[src/rtl/pmic_ctrl_pkg.sv]
// package: register map, field positions and shared types of the mask/control bank
package pmic_ctrl_pkg;

  // ----------------------------------------------------------------
  // register offsets
  // ----------------------------------------------------------------
  localparam logic [7:0] ADDR_GPI_MASK_LOW  = 8'h0C;
  localparam logic [7:0] ADDR_GPI_MASK_HIGH = 8'h0D;
  localparam logic [7:0] ADDR_PWR_DOMAIN    = 8'h0E;
  localparam logic [7:0] ADDR_MISC_PWR      = 8'h0F;
  localparam logic [7:0] ADDR_EVENT_LOW     = 8'h08;
  localparam logic [7:0] ADDR_EVENT_HIGH    = 8'h09;

  // ----------------------------------------------------------------
  // reset values
  // ----------------------------------------------------------------
  localparam logic [7:0] RST_MASK     = 8'h00;
  localparam logic [7:0] RST_PWR      = 8'h00;
  localparam logic [7:0] RST_MISC     = 8'h00;
  localparam logic [7:0] RST_EVENT    = 8'h00;
  localparam logic [7:0] RD_UNMAPPED  = 8'h00;

  // ----------------------------------------------------------------
  // power_domain_control fields
  // ----------------------------------------------------------------
  localparam int PWR_PUMP_BIT   = 7;
  localparam int PWR_GUARD2_BIT = 6;
  localparam int PWR_GUARDM_BIT = 5;
  localparam int PWR_GUARDS_BIT = 4;
  localparam int PWR_PARTIAL_BIT = 3;
  localparam int PWR_TGT2_BIT   = 2;
  localparam int PWR_TGTM_BIT   = 1;
  localparam int PWR_TGTS_BIT   = 0;

  // ----------------------------------------------------------------
  // misc_power_control fields (bits 6:5 reserved, read zero)
  // ----------------------------------------------------------------
  localparam int MISC_SOFT_BIT  = 7;
  localparam int MISC_LOCK_BIT  = 4;
  localparam int MISC_RESM_BIT  = 3;
  localparam int MISC_FLASH_BIT = 2;
  localparam int MISC_WDT_BIT   = 1;
  localparam int MISC_CHG_BIT   = 0;
  localparam logic [7:0] MISC_RW_MASK = 8'h9F;

  // reset-event setting at or above this keeps the reset output held
  localparam logic [1:0] RESET_EVENT_HOLD = 2'h3;

  // ----------------------------------------------------------------
  // shared types
  // ----------------------------------------------------------------
  typedef struct packed {
    logic       wr;
    logic       rd;
    logic [7:0] addr;
    logic [7:0] wdata;
  } reg_req_s;

  typedef struct packed {
    logic pump_on;
    logic soft_start_on;
    logic key_wake_lock;
    logic reset_on_deep_off_mode_sel;
    logic limited_flash_on;
    logic wdt_in_sleep_sel;
    logic charger_input_sel;
    logic partial_down;
    logic second_domain_target;
    logic main_domain_target;
    logic system_domain_target;
  } ctrl_out_s;

endpackage

[src/rtl/event_flag_bank.sv]
// event flag bank: sticky event bits with write-back clear and masked interrupt
`timescale 1ns/1ns
module event_flag_bank
  import pmic_ctrl_pkg::*;
(
  input  wire logic        clk_i,
  input  wire logic        rst_n_i,
  input  wire logic [15:0] event_i,
  input  wire logic [15:0] clear_i,
  input  wire logic [15:0] mask_i,
  output logic      [15:0] flags_o,
  output logic             irq_o
);

  logic [15:0] flags_reg;
  logic [15:0] flags_next;

  // ----------------------------------------------------------------
  // flags: set beats clear so an event in the clear cycle survives
  // ----------------------------------------------------------------
  always_comb
  begin
    flags_next = (flags_reg & ~clear_i) | event_i;
  end

  // flag register
  always_ff @(posedge clk_i)
  begin
    if (!rst_n_i)
      flags_reg <= {RST_EVENT, RST_EVENT};
    else
      flags_reg <= flags_next;
  end

  assign flags_o = flags_reg;
  // line held while any unmasked flag stays pending
  assign irq_o   = |(flags_reg & ~mask_i);

endmodule

[src/rtl/pmic_ctrl_regs.sv]
// mask and power control register bank with event flags and interrupt line
`timescale 1ns/1ns
module pmic_ctrl_regs
  import pmic_ctrl_pkg::*;
(
  input  wire logic        clk_i,
  input  wire logic        rst_n_i,
  // register port
  input  wire logic [7:0]  addr_i,
  input  wire logic [7:0]  wdata_i,
  input  wire logic        wr_i,
  input  wire logic        rd_i,
  output logic      [7:0]  rdata_o,
  // event sources, one-cycle pulses
  input  wire logic [15:0] event_i,
  // domain enable pins, level
  input  wire logic        second_domain_pin_i,
  input  wire logic        main_domain_pin_i,
  input  wire logic        system_domain_pin_i,
  // sequencer status
  input  wire logic        power_up_seq_i,
  input  wire logic        power_down_start_i,
  input  wire logic        deep_off_exit_i,
  input  wire logic [1:0]  reset_event_i,
  // outputs
  output ctrl_out_s        ctrl_o,
  output logic             full_down_req_o,
  output logic             partial_down_req_o,
  output logic             reset_output_n_o,
  output logic             interrupt_line_n_o
);

  reg_req_s    req;
  logic [7:0]  mask_low_reg;
  logic [7:0]  mask_low_next;
  logic [7:0]  mask_high_reg;
  logic [7:0]  mask_high_next;
  logic [7:0]  pwr_reg;
  logic [7:0]  pwr_next;
  logic [7:0]  misc_reg;
  logic [7:0]  misc_next;
  logic [7:0]  rdata_reg;
  logic [7:0]  rdata_next;
  logic [2:0]  pins_reg;
  logic [2:0]  pins_next;
  logic        rst_hold_reg;
  logic        rst_hold_next;
  logic        sys_fall_reg;
  logic        sys_fall_next;
  logic [15:0] flags;
  logic [15:0] clear;
  logic        irq;
  logic [2:0]  pins_now;
  logic [2:0]  guard;
  logic [2:0]  target_next;
  logic        wr_event_low;
  logic        wr_event_high;
  logic        wr_mask_low;
  logic        wr_mask_high;
  logic        wr_pwr;
  logic        wr_misc;

  // bundle the port pins into one request
  assign req = '{wr: wr_i, rd: rd_i, addr: addr_i, wdata: wdata_i};

  // ----------------------------------------------------------------
  // write decode
  // ----------------------------------------------------------------
  // one select per register; an unmapped address selects nothing, so
  // a stray write is dropped without touching any state
  assign wr_event_low  = req.wr && (req.addr == ADDR_EVENT_LOW);
  assign wr_event_high = req.wr && (req.addr == ADDR_EVENT_HIGH);
  assign wr_mask_low   = req.wr && (req.addr == ADDR_GPI_MASK_LOW);
  assign wr_mask_high  = req.wr && (req.addr == ADDR_GPI_MASK_HIGH);
  assign wr_pwr        = req.wr && (req.addr == ADDR_PWR_DOMAIN);
  assign wr_misc       = req.wr && (req.addr == ADDR_MISC_PWR);

  // ----------------------------------------------------------------
  // event flags and interrupt
  // ----------------------------------------------------------------
  // write-back clear: each written one clears the matching flag, unless its event fires in the same cycle
  always_comb
  begin
    clear = 16'h0000;
    if (wr_event_low)
      clear[7:0] = req.wdata;
    if (wr_event_high)
      clear[15:8] = req.wdata;
  end

  // sticky flags live in their own bank; masks act only on the line
  event_flag_bank u_flags (
    .clk_i   (clk_i),
    .rst_n_i (rst_n_i),
    .event_i (event_i),
    .clear_i (clear),
    .mask_i  ({mask_high_reg, mask_low_reg}),
    .flags_o (flags),
    .irq_o   (irq)
  );

  // active low line, low while any unmasked flag pends
  assign interrupt_line_n_o = ~irq;

  // ----------------------------------------------------------------
  // mask registers
  // ----------------------------------------------------------------
  // plain read/write storage
  always_comb
  begin
    mask_low_next  = mask_low_reg;
    mask_high_next = mask_high_reg;
    if (wr_mask_low)
      mask_low_next = req.wdata;
    if (wr_mask_high)
      mask_high_next = req.wdata;
  end

  // mask registers; a new mask acts on the line one cycle after the
  // write, pending flags are not touched by it
  always_ff @(posedge clk_i)
  begin
    if (!rst_n_i)
    begin
      mask_low_reg  <= RST_MASK;
      mask_high_reg <= RST_MASK;
    end
    else
    begin
      mask_low_reg  <= mask_low_next;
      mask_high_reg <= mask_high_next;
    end
  end

  // ----------------------------------------------------------------
  // power domain control
  // ----------------------------------------------------------------
  // pin edges also move targets; a write in the same cycle as a pin
  // edge loses to the pin, since the pin reflects the newest request
  assign pins_now = {second_domain_pin_i, main_domain_pin_i, system_domain_pin_i};
  assign guard    = {pwr_reg[PWR_GUARD2_BIT], pwr_reg[PWR_GUARDM_BIT],
                     pwr_reg[PWR_GUARDS_BIT]};

  // one target per domain; a guard counts only once it is stored, so
  // a write that sets a guard still moves its own target
  for (genvar g = 0; g < 3; g++)
  begin : g_target
    assign target_next[g] = (pins_now[g] != pins_reg[g]) ? pins_now[g] :
                            (wr_pwr && !guard[g]) ? req.wdata[PWR_TGTS_BIT + g] :
                            pwr_reg[PWR_TGTS_BIT + g];
  end

  // bits 7:3 follow any write, the targets come from the loop above
  always_comb
  begin
    pwr_next = pwr_reg;
    if (wr_pwr)
      pwr_next[7:3] = req.wdata[7:3];
    pwr_next[PWR_TGT2_BIT:PWR_TGTS_BIT] = target_next;
    pins_next = pins_now;
  end

  // power register and pin history
  always_ff @(posedge clk_i)
  begin
    if (!rst_n_i)
    begin
      pwr_reg  <= RST_PWR;
      pins_reg <= 3'h0;
    end
    else
    begin
      pwr_reg  <= pwr_next;
      pins_reg <= pins_next;
    end
  end

  // ----------------------------------------------------------------
  // system power down request
  // ----------------------------------------------------------------
  // one-cycle request when the system target falls, depth from bit 3
  always_comb
  begin
    sys_fall_next = pwr_reg[PWR_TGTS_BIT] & ~pwr_next[PWR_TGTS_BIT];
  end

  // fall marker, registered beside the target itself
  always_ff @(posedge clk_i)
  begin
    if (!rst_n_i)
      sys_fall_reg <= 1'b0;
    else
      sys_fall_reg <= sys_fall_next;
  end

  // depth bit read as stored after the fall, so a write that clears the
  // target and flips the depth at once takes the new depth
  assign full_down_req_o    = sys_fall_reg & ~pwr_reg[PWR_PARTIAL_BIT];
  assign partial_down_req_o = sys_fall_reg & pwr_reg[PWR_PARTIAL_BIT];

  // ----------------------------------------------------------------
  // misc power control and reset output
  // ----------------------------------------------------------------
  // reserved bits are dropped on the way in so they always read zero;
  // soft-start timing lives in the buck, only its enable is kept here
  always_comb
  begin
    misc_next     = misc_reg;
    rst_hold_next = rst_hold_reg;
    if (wr_misc)
      misc_next = req.wdata & MISC_RW_MASK;
    // the lock bit self-clears on power-up, over any host write
    if (power_up_seq_i)
      misc_next[MISC_LOCK_BIT] = 1'b0;
    // reset held from start of power down until exit, if allowed
    if (power_down_start_i && misc_reg[MISC_RESM_BIT])
      rst_hold_next = 1'b1;
    else if (deep_off_exit_i && reset_event_i < RESET_EVENT_HOLD)
      rst_hold_next = 1'b0;
  end

  // misc register and reset hold flag
  always_ff @(posedge clk_i)
  begin
    if (!rst_n_i)
    begin
      misc_reg     <= RST_MISC;
      rst_hold_reg <= 1'b0;
    end
    else
    begin
      misc_reg     <= misc_next;
      rst_hold_reg <= rst_hold_next;
    end
  end

  // assert before the sequence: combinational with the start pulse
  assign reset_output_n_o = ~(rst_hold_reg |
                              (power_down_start_i & misc_reg[MISC_RESM_BIT]));

  // ----------------------------------------------------------------
  // control outputs
  // ----------------------------------------------------------------
  // register fields straight out, no logic between flop and pin
  assign ctrl_o.pump_on                = pwr_reg[PWR_PUMP_BIT];
  assign ctrl_o.soft_start_on          = misc_reg[MISC_SOFT_BIT];
  assign ctrl_o.key_wake_lock          = misc_reg[MISC_LOCK_BIT];
  assign ctrl_o.reset_on_deep_off_mode_sel = misc_reg[MISC_RESM_BIT];
  assign ctrl_o.limited_flash_on       = misc_reg[MISC_FLASH_BIT];
  assign ctrl_o.wdt_in_sleep_sel       = misc_reg[MISC_WDT_BIT];
  assign ctrl_o.charger_input_sel      = misc_reg[MISC_CHG_BIT];
  assign ctrl_o.partial_down           = pwr_reg[PWR_PARTIAL_BIT];
  assign ctrl_o.second_domain_target   = pwr_reg[PWR_TGT2_BIT];
  assign ctrl_o.main_domain_target     = pwr_reg[PWR_TGTM_BIT];
  assign ctrl_o.system_domain_target   = pwr_reg[PWR_TGTS_BIT];

  // ----------------------------------------------------------------
  // read path
  // ----------------------------------------------------------------
  // data stand in the cycle after the strobe only
  always_comb
  begin
    rdata_next = RD_UNMAPPED;
    if (req.rd)
    begin
      unique case (req.addr)
        ADDR_EVENT_LOW:     rdata_next = flags[7:0];
        ADDR_EVENT_HIGH:    rdata_next = flags[15:8];
        ADDR_GPI_MASK_LOW:  rdata_next = mask_low_reg;
        ADDR_GPI_MASK_HIGH: rdata_next = mask_high_reg;
        ADDR_PWR_DOMAIN:    rdata_next = pwr_reg;
        ADDR_MISC_PWR:      rdata_next = misc_reg;
        default:            rdata_next = RD_UNMAPPED;
      endcase
    end
  end

  // read data register; zero between reads so a stale value never
  // looks like an answer to a later strobe
  always_ff @(posedge clk_i)
  begin
    if (!rst_n_i)
      rdata_reg <= RD_UNMAPPED;
    else
      rdata_reg <= rdata_next;
  end

  // data output straight from the flop
  assign rdata_o = rdata_reg;

endmodule

[config.mk]
export PLATFORM = sky130hd
export DESIGN_NAME = pmic_ctrl_regs
export DESIGN_NICKNAME = d
export VERILOG_FILES = /design/src/rtl/pmic_ctrl_pkg.sv /design/src/rtl/event_flag_bank.sv /design/src/rtl/pmic_ctrl_regs.sv
export SDC_FILE = /design/constraint.sdc
export NUM_CORES = 1
export LEC_CHECK = 0
export ABC_AREA = 1
export BUFFER_PORTS_ARGS = -buffer_cell sky130_fd_sc_hd__buf_2
export CAP_MARGIN = 5
export CORE_UTILIZATION = 50
export DETAILED_ROUTE_END_ITERATION = 16
export PLACE_DENSITY = 0.75
export SETUP_SLACK_MARGIN = 0.05
export SYNTH_ARGS = -nofsm -noshare
export SYNTH_HDL_FRONTEND = slang
export SYNTH_SLANG_ARGS = --single-unit
[constraint.sdc]
create_clock -name clk_i -period 1.3 [get_ports clk_i]
set_input_delay 0 -clock clk_i [delete_from_list [all_inputs] [get_ports clk_i]]
set_output_delay 0 -clock clk_i [all_outputs]
set_load 0.02 [all_outputs]
==> results.json, run 1 <==
{
  "antenna_found_initial": 0,
  "diodes": 0,
  "io_pins": 67,
  "fin_crit_sh_pct": 107.5,
  "grt_pass1_wl_mm": 13.35,
  "worstSetupPathType": "register to output port",
  "dr.pass1.iters": 5,
  "drc": 0,
  "nNetsFinal": 567,
  "max-vdd-ir-drop_mv": 0.7220,
  "syn_area_per_cell_um2": 6.930,
  "viasPerCell": 5.114,
  "violations": "negative setup slack",
  "drive_gt1_share_pct": 27.08,
  "cap_viol_max_count": 0,
  "io_buffers": 66,
  "fmax_ghz": 0.7158,
  "synth_cells": 401,
  "start_util_pct": 53.06,
  "place_ws_ps": 43.04,
  "final_core_util_pct": 73.44,
  "required_ps": 1300,
  "die_h_um": 76.55,
  "clk_latency_ps": 350,
  "synth_edf_count": 0,
  "numClockSinks": 59,
  "clk_root_buffer_cell": "clkbuf_8",
  "critical_path.max_stage_delay_ps": 340,
  "cts_buffers": 9,
  "syn_nets": 445,
  "synth_top_area_share_pct": 42.50,
  "power_leakage_nw": 1.775,
  "end_kind": "output port",
  "synth_cell_types": 29,
  "wl_mm": 8.164,
  "holdWs_ps": 5.222,
  "drt_iter0_markers": 261,
  "crit_path_top_delay_cell": "dfxtp_2",
  "yosysWarnings": 0,
  "hold_viol_final": 0,
  "final_area_um2": 3846,
  "grt_pass1_vias": 2879,
  "synthTopCellsByArea": "dfxtp_1, nand2_1, a21oi_1",
  "die_w_um": 76.55,
  "final_antenna_net_count": 0,
  "fin_skew_ps": 12.74,
  "hpwl_mm": 5.803,
  "tns_ps": -97.06,
  "relSlewSlack_pct": 78.06,
  "yosysSeqAreaShare_pct": 42.50,
  "dieArea_um2": 5860,
  "rsz0062_at_grt": "true",
  "hold_class": "primary input to register",
  "finalSetupViolCount": 1,
  "cp-start-kind": "register",
  "setup_ws_ps": -97.06,
  "htree_levels": 3,
  "postPlaceCellArea_um2": 3268,
  "dr_total_vias": 3058,
  "wl_per_cell_um": 13.65,
  "period_needed_ps": 1397,
  "crit_fanout": 3,
  "synth_top_cell_by_area": "dfxtp_1",
  "synth_area_um2": 2779,
  "gr-usage-all-layers_pct": 29.60,
  "ys_seq_elements": 59,
  "cts_buffer_depth": 2,
  "grt_max_degree": 22,
  "drv_slew": 0,
  "postSynth.asyncResetShare_pct": 0,
  "n_fill_cell": 444,
  "largest_reg_flops": 16,
  "cts_tree": "done",
  "powerDensity_nw_per_um2": 984.4,
  "final_common_cell": "nand2_1",
  "layout_common_cells": "nand2_1, buf_2, nor2_1, dfxtp_1, a21oi_1",
  "status": "finished, violations left",
  "row_count": 26,
  "tightest_slew_ps": 328.0,
  "arrival_ps": 1400,
  "core_area_um2": 5238,
  "globalplace.congestion": 0.9283,
  "synthToLayoutAreaGrowth_pct": 38.41,
  "gr-total-overflow": 0,
  "clk_pin_slew_ps": 70,
  "synth-main-ff-cell": "dfxtp_1",
  "path_cells": "inv_2 -> o22ai_2 -> nor3_2 -> nand2_1 -> nor2_1 -> buf_4"
}
[timing repair]
item	CTS	global route
endpoints found under the setup margin	1	2
pin swaps	3	5
buffers inserted	3	0
resized for setup	6	14
hold buffers	36	0
endpoints found under the hold margin	35	0
[synth_stat cells (2+ instances only)]
| library cell | number |
|---|---|
| o22ai_1 | 4 |
| o21ai_0 | 29 |
| nand3_1 | 31 |
| clkbuf_1 | 4 |
| inv_2 | 5 |
| nor2_2 | 2 |
| dfxtp_1 | 59 |
| nor2_4 | 5 |
| nor2_1 | 58 |
| nor3_4 | 2 |
| nand4_1 | 2 |
| buf_4 | 7 |
| inv_1 | 48 |
| nand2_2 | 2 |
| nand2_1 | 80 |
| a21oi_1 | 48 |
| or2_2 | 3 |
[cell families after synthesis]
family,after synthesis,synth area share [%]
buf+inv,68,10.49
simple gates,189,31.02
compound gates,85,15.98
flops,59,42.50
[final timing paths]
kind,from,cells after the start,end,slack [ps]
hold reg to reg,mask_high_reg[7],2,mask_high_reg[7],450
hold / removal,wdata_i[2],3,misc_reg[2],5
setup reg to reg,u_flags.flags_o[7],4,rdata_o[7],330
setup / recovery,u_flags.flags_o[2],6,interrupt_line_n_o,-100
[layer usage]
layer  routed length, um  part of all wire (%)  GRT usage (%)
met4                 152                   1.9          13.08
met3                 571                   7.0          4.910
met1                3567                    44          37.57
met5                   0                     0              0
met2                3873                    47          49.19
[area by class of cell]
cell class | count | area, um^2 | share of cell area [%]
repair buffers | 124 | 870.8 | 22.64
multi-input cells | 274 | 1329 | 34.55
clock buffers | 11 | 131.4 | 3.416
well taps | 70 | 87.58 | 2.277
inverters | 55 | 207.7 | 5.400
clock inverters | 5 | 30.03 | 0.7807
flip-flops and latches | 59 | 1190 | 30.94
[power breakdown]
part	internal (W)	leakage (nW)	switching (W)
logic	0.000213	1.21	0.000233
clock network	0.000681	0.0791	0.000760
registers	0.00186	0.485	0.0000400
total	0.00275	1.77	0.00103
[metrics by stage]
stage | cells | power, W
2_1_floorplan | 401 | 0.002116
3_3_place_gp | 543 | 0.002278
3_5_place_dp | 543 | 0.002284
4_1_cts | 598 | 0.003773
5_1_grt | 598 | 0.003923
6_report | 598 | 0.003786
[worst max-delay path, delay by kind of cell, from the launching register on]
kind	cells	cell delay [ps]
AND/OR/NAND/NOR	3	400
AO/OA/AOI/OAI	1	70
buffers and inverters	2	240
flip-flops	1	340
(Power assumes the default switching activity.)
==> inputs of run 2 (changes only) <==
CORE_UTILIZATION = 48   (was 50)
PLACE_DENSITY = 0.73   (was 0.75)
==> results.json, run 2 (synthesis results as in run 1) <==
{
  "status": "finished, violations left",
  "violations": "negative setup slack",
  "gr-usage-all-layers_pct": 27.63,
  "tightest_slew_ps": 455.8,
  "power_leakage_nw": 1.747,
  "viasPerCell": 5.099,
  "cp-start-kind": "register",
  "final-seq-area_um2": 1184,
  "fin_crit_sh_pct": 102.6,
  "cts_buffers": 9,
  "dr_total_vias": 3034,
  "crit-reg2reg-launch": "mask_high_reg[3]",
  "crit_path_end": "interrupt_line_n_o",
  "cap_viol_max_count": 0,
  "io_pins": 67,
  "gr-total-overflow": 0,
  "layout_common_cells": "nand2_1, buf_2, nor2_1, dfxtp_1, a21oi_1",
  "drive_gt1_share_pct": 24.86,
  "setup_ws_ps": -33.40,
  "cp-startpoint": "u_flags.flags_o[0]",
  "rsz0062_at_grt": "true",
  "hp-start": "addr_i[3]",
  "clk_pin_slew_ps": 60,
  "crit_fanout": 2,
  "end_kind": "output port",
  "relSlewSlack_pct": 69.51,
  "dr.pass1.iters": 5,
  "htree_levels": 3,
  "io_buffers": 66,
  "wl_mm": 7.824,
  "r2r-end": "rdata_o[3]",
  "clk_latency_ps": 330,
  "row_count": 27,
  "hold_viol_final": 0,
  "multi_input_area_um2": 1328,
  "drc": 0,
  "finalSetupViolCount": 1,
  "diodes": 0,
  "max-vdd-ir-drop_mv": 0.6048,
  "postPlaceCellArea_um2": 3213,
  "numClockSinks": 59,
  "antenna_found_initial": 0,
  "arrival_ps": 1330,
  "powerDensity_nw_per_um2": 982.2,
  "r2r_cells": 6,
  "final_common_cell": "nand2_1",
  "fin_skew_ps": 7.072,
  "start_util_pct": 50.16,
  "grt_pass1_wl_mm": 12.85,
  "largest_reg_flops": 16,
  "hpwl_mm": 5.518,
  "reg2reg_slack_ps": 330,
  "cts_buffer_depth": 2,
  "required_ps": 1300,
  "worstSetupPathType": "register to output port",
  "grt_pass1_vias": 2726,
  "fmax_ghz": 0.7500,
  "final_antenna_net_count": 0,
  "synthToLayoutAreaGrowth_pct": 36.06,
  "core_area_um2": 5540,
  "die_w_um": 78.09,
  "drv_slew": 0,
  "globalplace.congestion": 0.9286,
  "final_area_um2": 3781,
  "nNetsFinal": 562,
  "dieArea_um2": 6098,
  "clk_root_buffer_cell": "clkbuf_8",
  "n_fill_cell": 490,
  "die_h_um": 78.09,
  "place_ws_ps": -3.747,
  "wl_per_cell_um": 13.15,
  "hold_class": "primary input to register",
  "period_needed_ps": 1333,
  "cts_tree": "done",
  "drt_iter0_markers": 265,
  "grt_max_degree": 24
}
[run 2: changes by cell type in the layout (fill, tap and decap cells not counted), sizes merged]
cell / delta
buf: -4
clkbuf: +2
clkinvlp: -2
dlygate4sd3: -1
[run 2: worst max-delay path, stage by stage, from the launching register on]
cell	delay [ps]
dfxtp_1	310
inv_1	80
o22ai_1	90
nor3_1	180
nand2_1	80
nor2_1	120
buf_4	150
[run 2: through the flow]
stage	total power [W]	setup TNS, ps	hold WS (ps)	utilization [%]	instances
2_1_floorplan	0.002116	0	93.45	-	401
3_3_place_gp	0.002267	0	193.4	57.99	539
3_5_place_dp	0.002275	-3.747	197.2	57.99	539
4_1_cts	0.003722	-68.67	25.00	67.80	593
5_1_grt	0.003863	-102.9	56.21	68.25	595
6_report	0.003714	-33.40	51.86	68.25	595
[run 2: final cells by class]
cell class | instances | share of cell area (%)
flip-flops and latches | 59 | 31.30
clock buffers | 13 | 3.673
clock inverters | 3 | 0.3971
repair buffers | 119 | 21.64
well taps | 72 | 2.383
multi-input cells | 274 | 35.11
inverters | 55 | 5.493
[run 2: how the worst min path moves through the flow]
stage                  end  slack [ps]  cells past startpoint
2_1_floorplan  pins_reg[0]          90                      2
3_3_place_gp   pins_reg[1]         190                      3
3_5_place_dp   pins_reg[2]         200                      3
4_1_cts         rdata_o[2]          20                      3
5_1_grt         rdata_o[2]          60                      3
6_report        rdata_o[7]          50                      3
[run 2: report_power, final]
part	internal, W	total (W)	leakage, nW	switching, W
logic	0.000208	0.000433	1.18	0.000225
registers	0.00186	0.00190	0.483	0.0000386
clock network	0.000684	0.00138	0.0812	0.000699
[run 2: metal layers]
metal	GRT usage (%)	vias to the layer above	part of all wire [%]
met4	9.630	0	2.0
met3	5.465	17	7.9
met2	46.05	133	47
met1	35.52	1366	43
li1	-	1518	-
met5	0	-	0
[run 2: repair_timing]
action	4_1_cts	5_1_grt
cloned	0	0
hold endpoints to repair	34	0
setup endpoints to repair	1	1
hold buffers	35	0
gates resized for setup	8	5
buffers inserted	3	2
pin swaps	3	3
==> inputs of run 3 (changes only) <==
ABC_AREA = not set   (was 1)
==> results.json, run 3 <==
{
  "holdWs_ps": 20.44,
  "required_ps": 1540,
  "tns_ps": -288.3,
  "synth_cells": 292,
  "drv_slew": 0,
  "cts_tree": "done",
  "place_ws_ps": -224.8,
  "rsz0062_at_grt": "true",
  "syn_nets": 336,
  "postSynth.asyncResetShare_pct": 0,
  "cts_buffer_depth": 2,
  "reg2reg_slack_ps": -180,
  "synthToLayoutAreaGrowth_pct": 43.33,
  "gr-total-overflow": 0,
  "gr-usage-all-layers_pct": 29.27,
  "violations": "negative setup slack",
  "clk_latency_ps": 340,
  "hold_class": "primary input to register",
  "hpwl_mm": 5.845,
  "period_needed_ps": 1484,
  "grt_pass1_wl_mm": 13.30,
  "synth_top_area_share_pct": 41.99,
  "viasPerCell": 5.530,
  "wl_per_cell_um": 16.94,
  "crit_fanout": 2,
  "synth.area.mux_share_pct": 14.23,
  "p_sw_share_pct": 24.24,
  "drive_gt1_share_pct": 39.52,
  "fin_skew_ps": 7.173,
  "io_buffers": 66,
  "layout_common_cells": "buf_2, nor2_1, dfxtp_1, mux2i_1, buf_4",
  "final_antenna_net_count": 0,
  "row_count": 27,
  "yosys.area_share.xor_xnor_pct": 0,
  "htree_levels": 3,
  "cap_viol_max_count": 0,
  "core_area_um2": 5574,
  "finalSetupViolCount": 3,
  "max-vdd-ir-drop_mv": 1.336,
  "final_common_cell": "buf_2",
  "arrival_ps": 1720,
  "status": "finished, violations left",
  "p_int_w": 0.003308,
  "n_fill_cell": 429,
  "largest_reg_flops": 16,
  "synthSimpleGateAreaFrac_pct": 17.70,
  "power_leakage_nw": 1.676,
  "yosysSeqAreaShare_pct": 41.99,
  "wl_mm": 8.250,
  "grt_max_degree": 28,
  "die_w_um": 78.55,
  "synth-compound-area-share_pct": 19.17,
  "fin_crit_sh_pct": 114.1,
  "globalplace.congestion": 0.9027,
  "powerDensity_nw_per_um2": 1083,
  "synthTopCellsByArea": "dfxtp_1, mux2i_1, nor2_1",
  "final_core_util_pct": 72.32,
  "antenna_found_initial": 0,
  "power_frac_comb_pct": 12.5,
  "dieArea_um2": 6170,
  "tightest_slew_ps": 406.4,
  "yosysMostFrequentCell": "dfxtp_1",
  "io_pins": 67,
  "numClockSinks": 59,
  "cts_buffers": 9,
  "pwr-share-clk_pct": 43.8,
  "hold_viol_final": 0,
  "synth_area_um2": 2813,
  "worstSetupPathType": "register to register",
  "syn_area_per_cell_um2": 9.633,
  "grt_pass1_vias": 2718,
  "diodes": 0,
  "ys_top_cells_by_count": "dfxtp_1, nor2_1, mux2i_1",
  "ys_seq_elements": 59,
  "drt_iter0_markers": 227,
  "synth-main-ff-cell": "dfxtp_1",
  "synthAdderAreaFrac_pct": 0,
  "postPlaceCellArea_um2": 3416,
  "nNetsFinal": 455,
  "end_kind": "register",
  "p_seq_share_pct": 43.7,
  "synth_edf_count": 0,
  "clk_pin_slew_ps": 70,
  "dr_total_vias": 2693,
  "fmax_ghz": 0.6739,
  "final_area_um2": 4031,
  "synth_top_cell_by_area": "dfxtp_1",
  "die_h_um": 78.55,
  "synth_cell_types": 44,
  "start_util_pct": 50.46,
  "cp-start-kind": "register",
  "synth_top_family_by_area": "compound AO/OA/AOI/OAI gates",
  "clk_root_buffer_cell": "clkbuf_8",
  "dr.pass1.iters": 4,
  "p_switching_w": 0.001059,
  "yosysWarnings": 0,
  "relSlewSlack_pct": 72.91,
  "setup_ws_ps": -183.8,
  "drc": 0
}
-- run 3: cell count changes in the layout (fill, tap and decap cells not counted), sizes merged, moves of 8 or more --
cell,previous run,this run
nand3,33,0
buf,84,100
a21boi,0,8
a221oi,1,12
a21oi,49,10
nand2,83,6
o21ai,29,3
nor2,65,42
inv,53,22
dlygate4sd3,35,26
nor4,0,8
o21a,0,16
mux2i,0,40
-- run 3: logic make-up after synthesis --
group / after synthesis
mux: 40
compound gates: 72
simple gates: 81
buf+inv: 40
flops: 59
-- run 3: final timing paths --
path | to | startpoint | cells after the start
max reg2reg | sys_fall_reg | pwr_reg[4] | 4
min reg2reg | mask_high_reg[3] | mask_high_reg[3] | 2
max | sys_fall_reg | pwr_reg[4] | 4
min | pwr_reg[4] | wdata_i[4] | 3
-- run 3: through the flow --
step | total power, W | instances
CTS | 0.004366 | 488
global route | 0.004507 | 487
finish | 0.004367 | 487
global placement | 0.002371 | 441
detailed placement | 0.002382 | 441
floorplan | 0.002186 | 292
-- run 3: power by group through the flow --
stage,Combinational [W],Sequential [W],Clock [W]
floorplan,0.000264,0.00192,0
finish,0.000546,0.00191,0.00191
detailed placement,0.000443,0.00194,0
global route,0.000588,0.00191,0.00201
CTS,0.000530,0.00190,0.00193
global placement,0.000433,0.00194,0
-- run 3: area by class of cell --
cell class,instances,area (um^2),area share (%)
Clock inverter,4,73.82,1.831
Inverter,22,82.58,2.048
Tap cell,72,90.09,2.235
Timing Repair Buffer,126,902.1,22.38
Multi-Input combinational cell,193,1528,37.90
Sequential cell,59,1204,29.86
Clock buffer,11,151.4,3.755
-- run 3: layer usage --
layer  global-route usage (%)  share of wire, %
met5                        0                 0
met4                    14.07               2.4
met3                    5.465               6.1
met2                    49.13                49
met1                    35.81                43
-- run 3: timing repair --
action | CTS | global route
endpoints found under the setup margin | 5 | 6
hold buffers | 26 | 0
buffers inserted | 6 | 0
pin swaps | 8 | 8
hold endpoints to repair | 32 | 0
resized for setup | 21 | 14
gates cloned | 0 | 0
-- run 3: worst max-delay path, cell delays in order, from the launching register on --
cell and delay [ps]:
dfxtp_2 330, or4bb_1 510, o32ai_2 290, o2bb2ai_2 90
and3_1 160
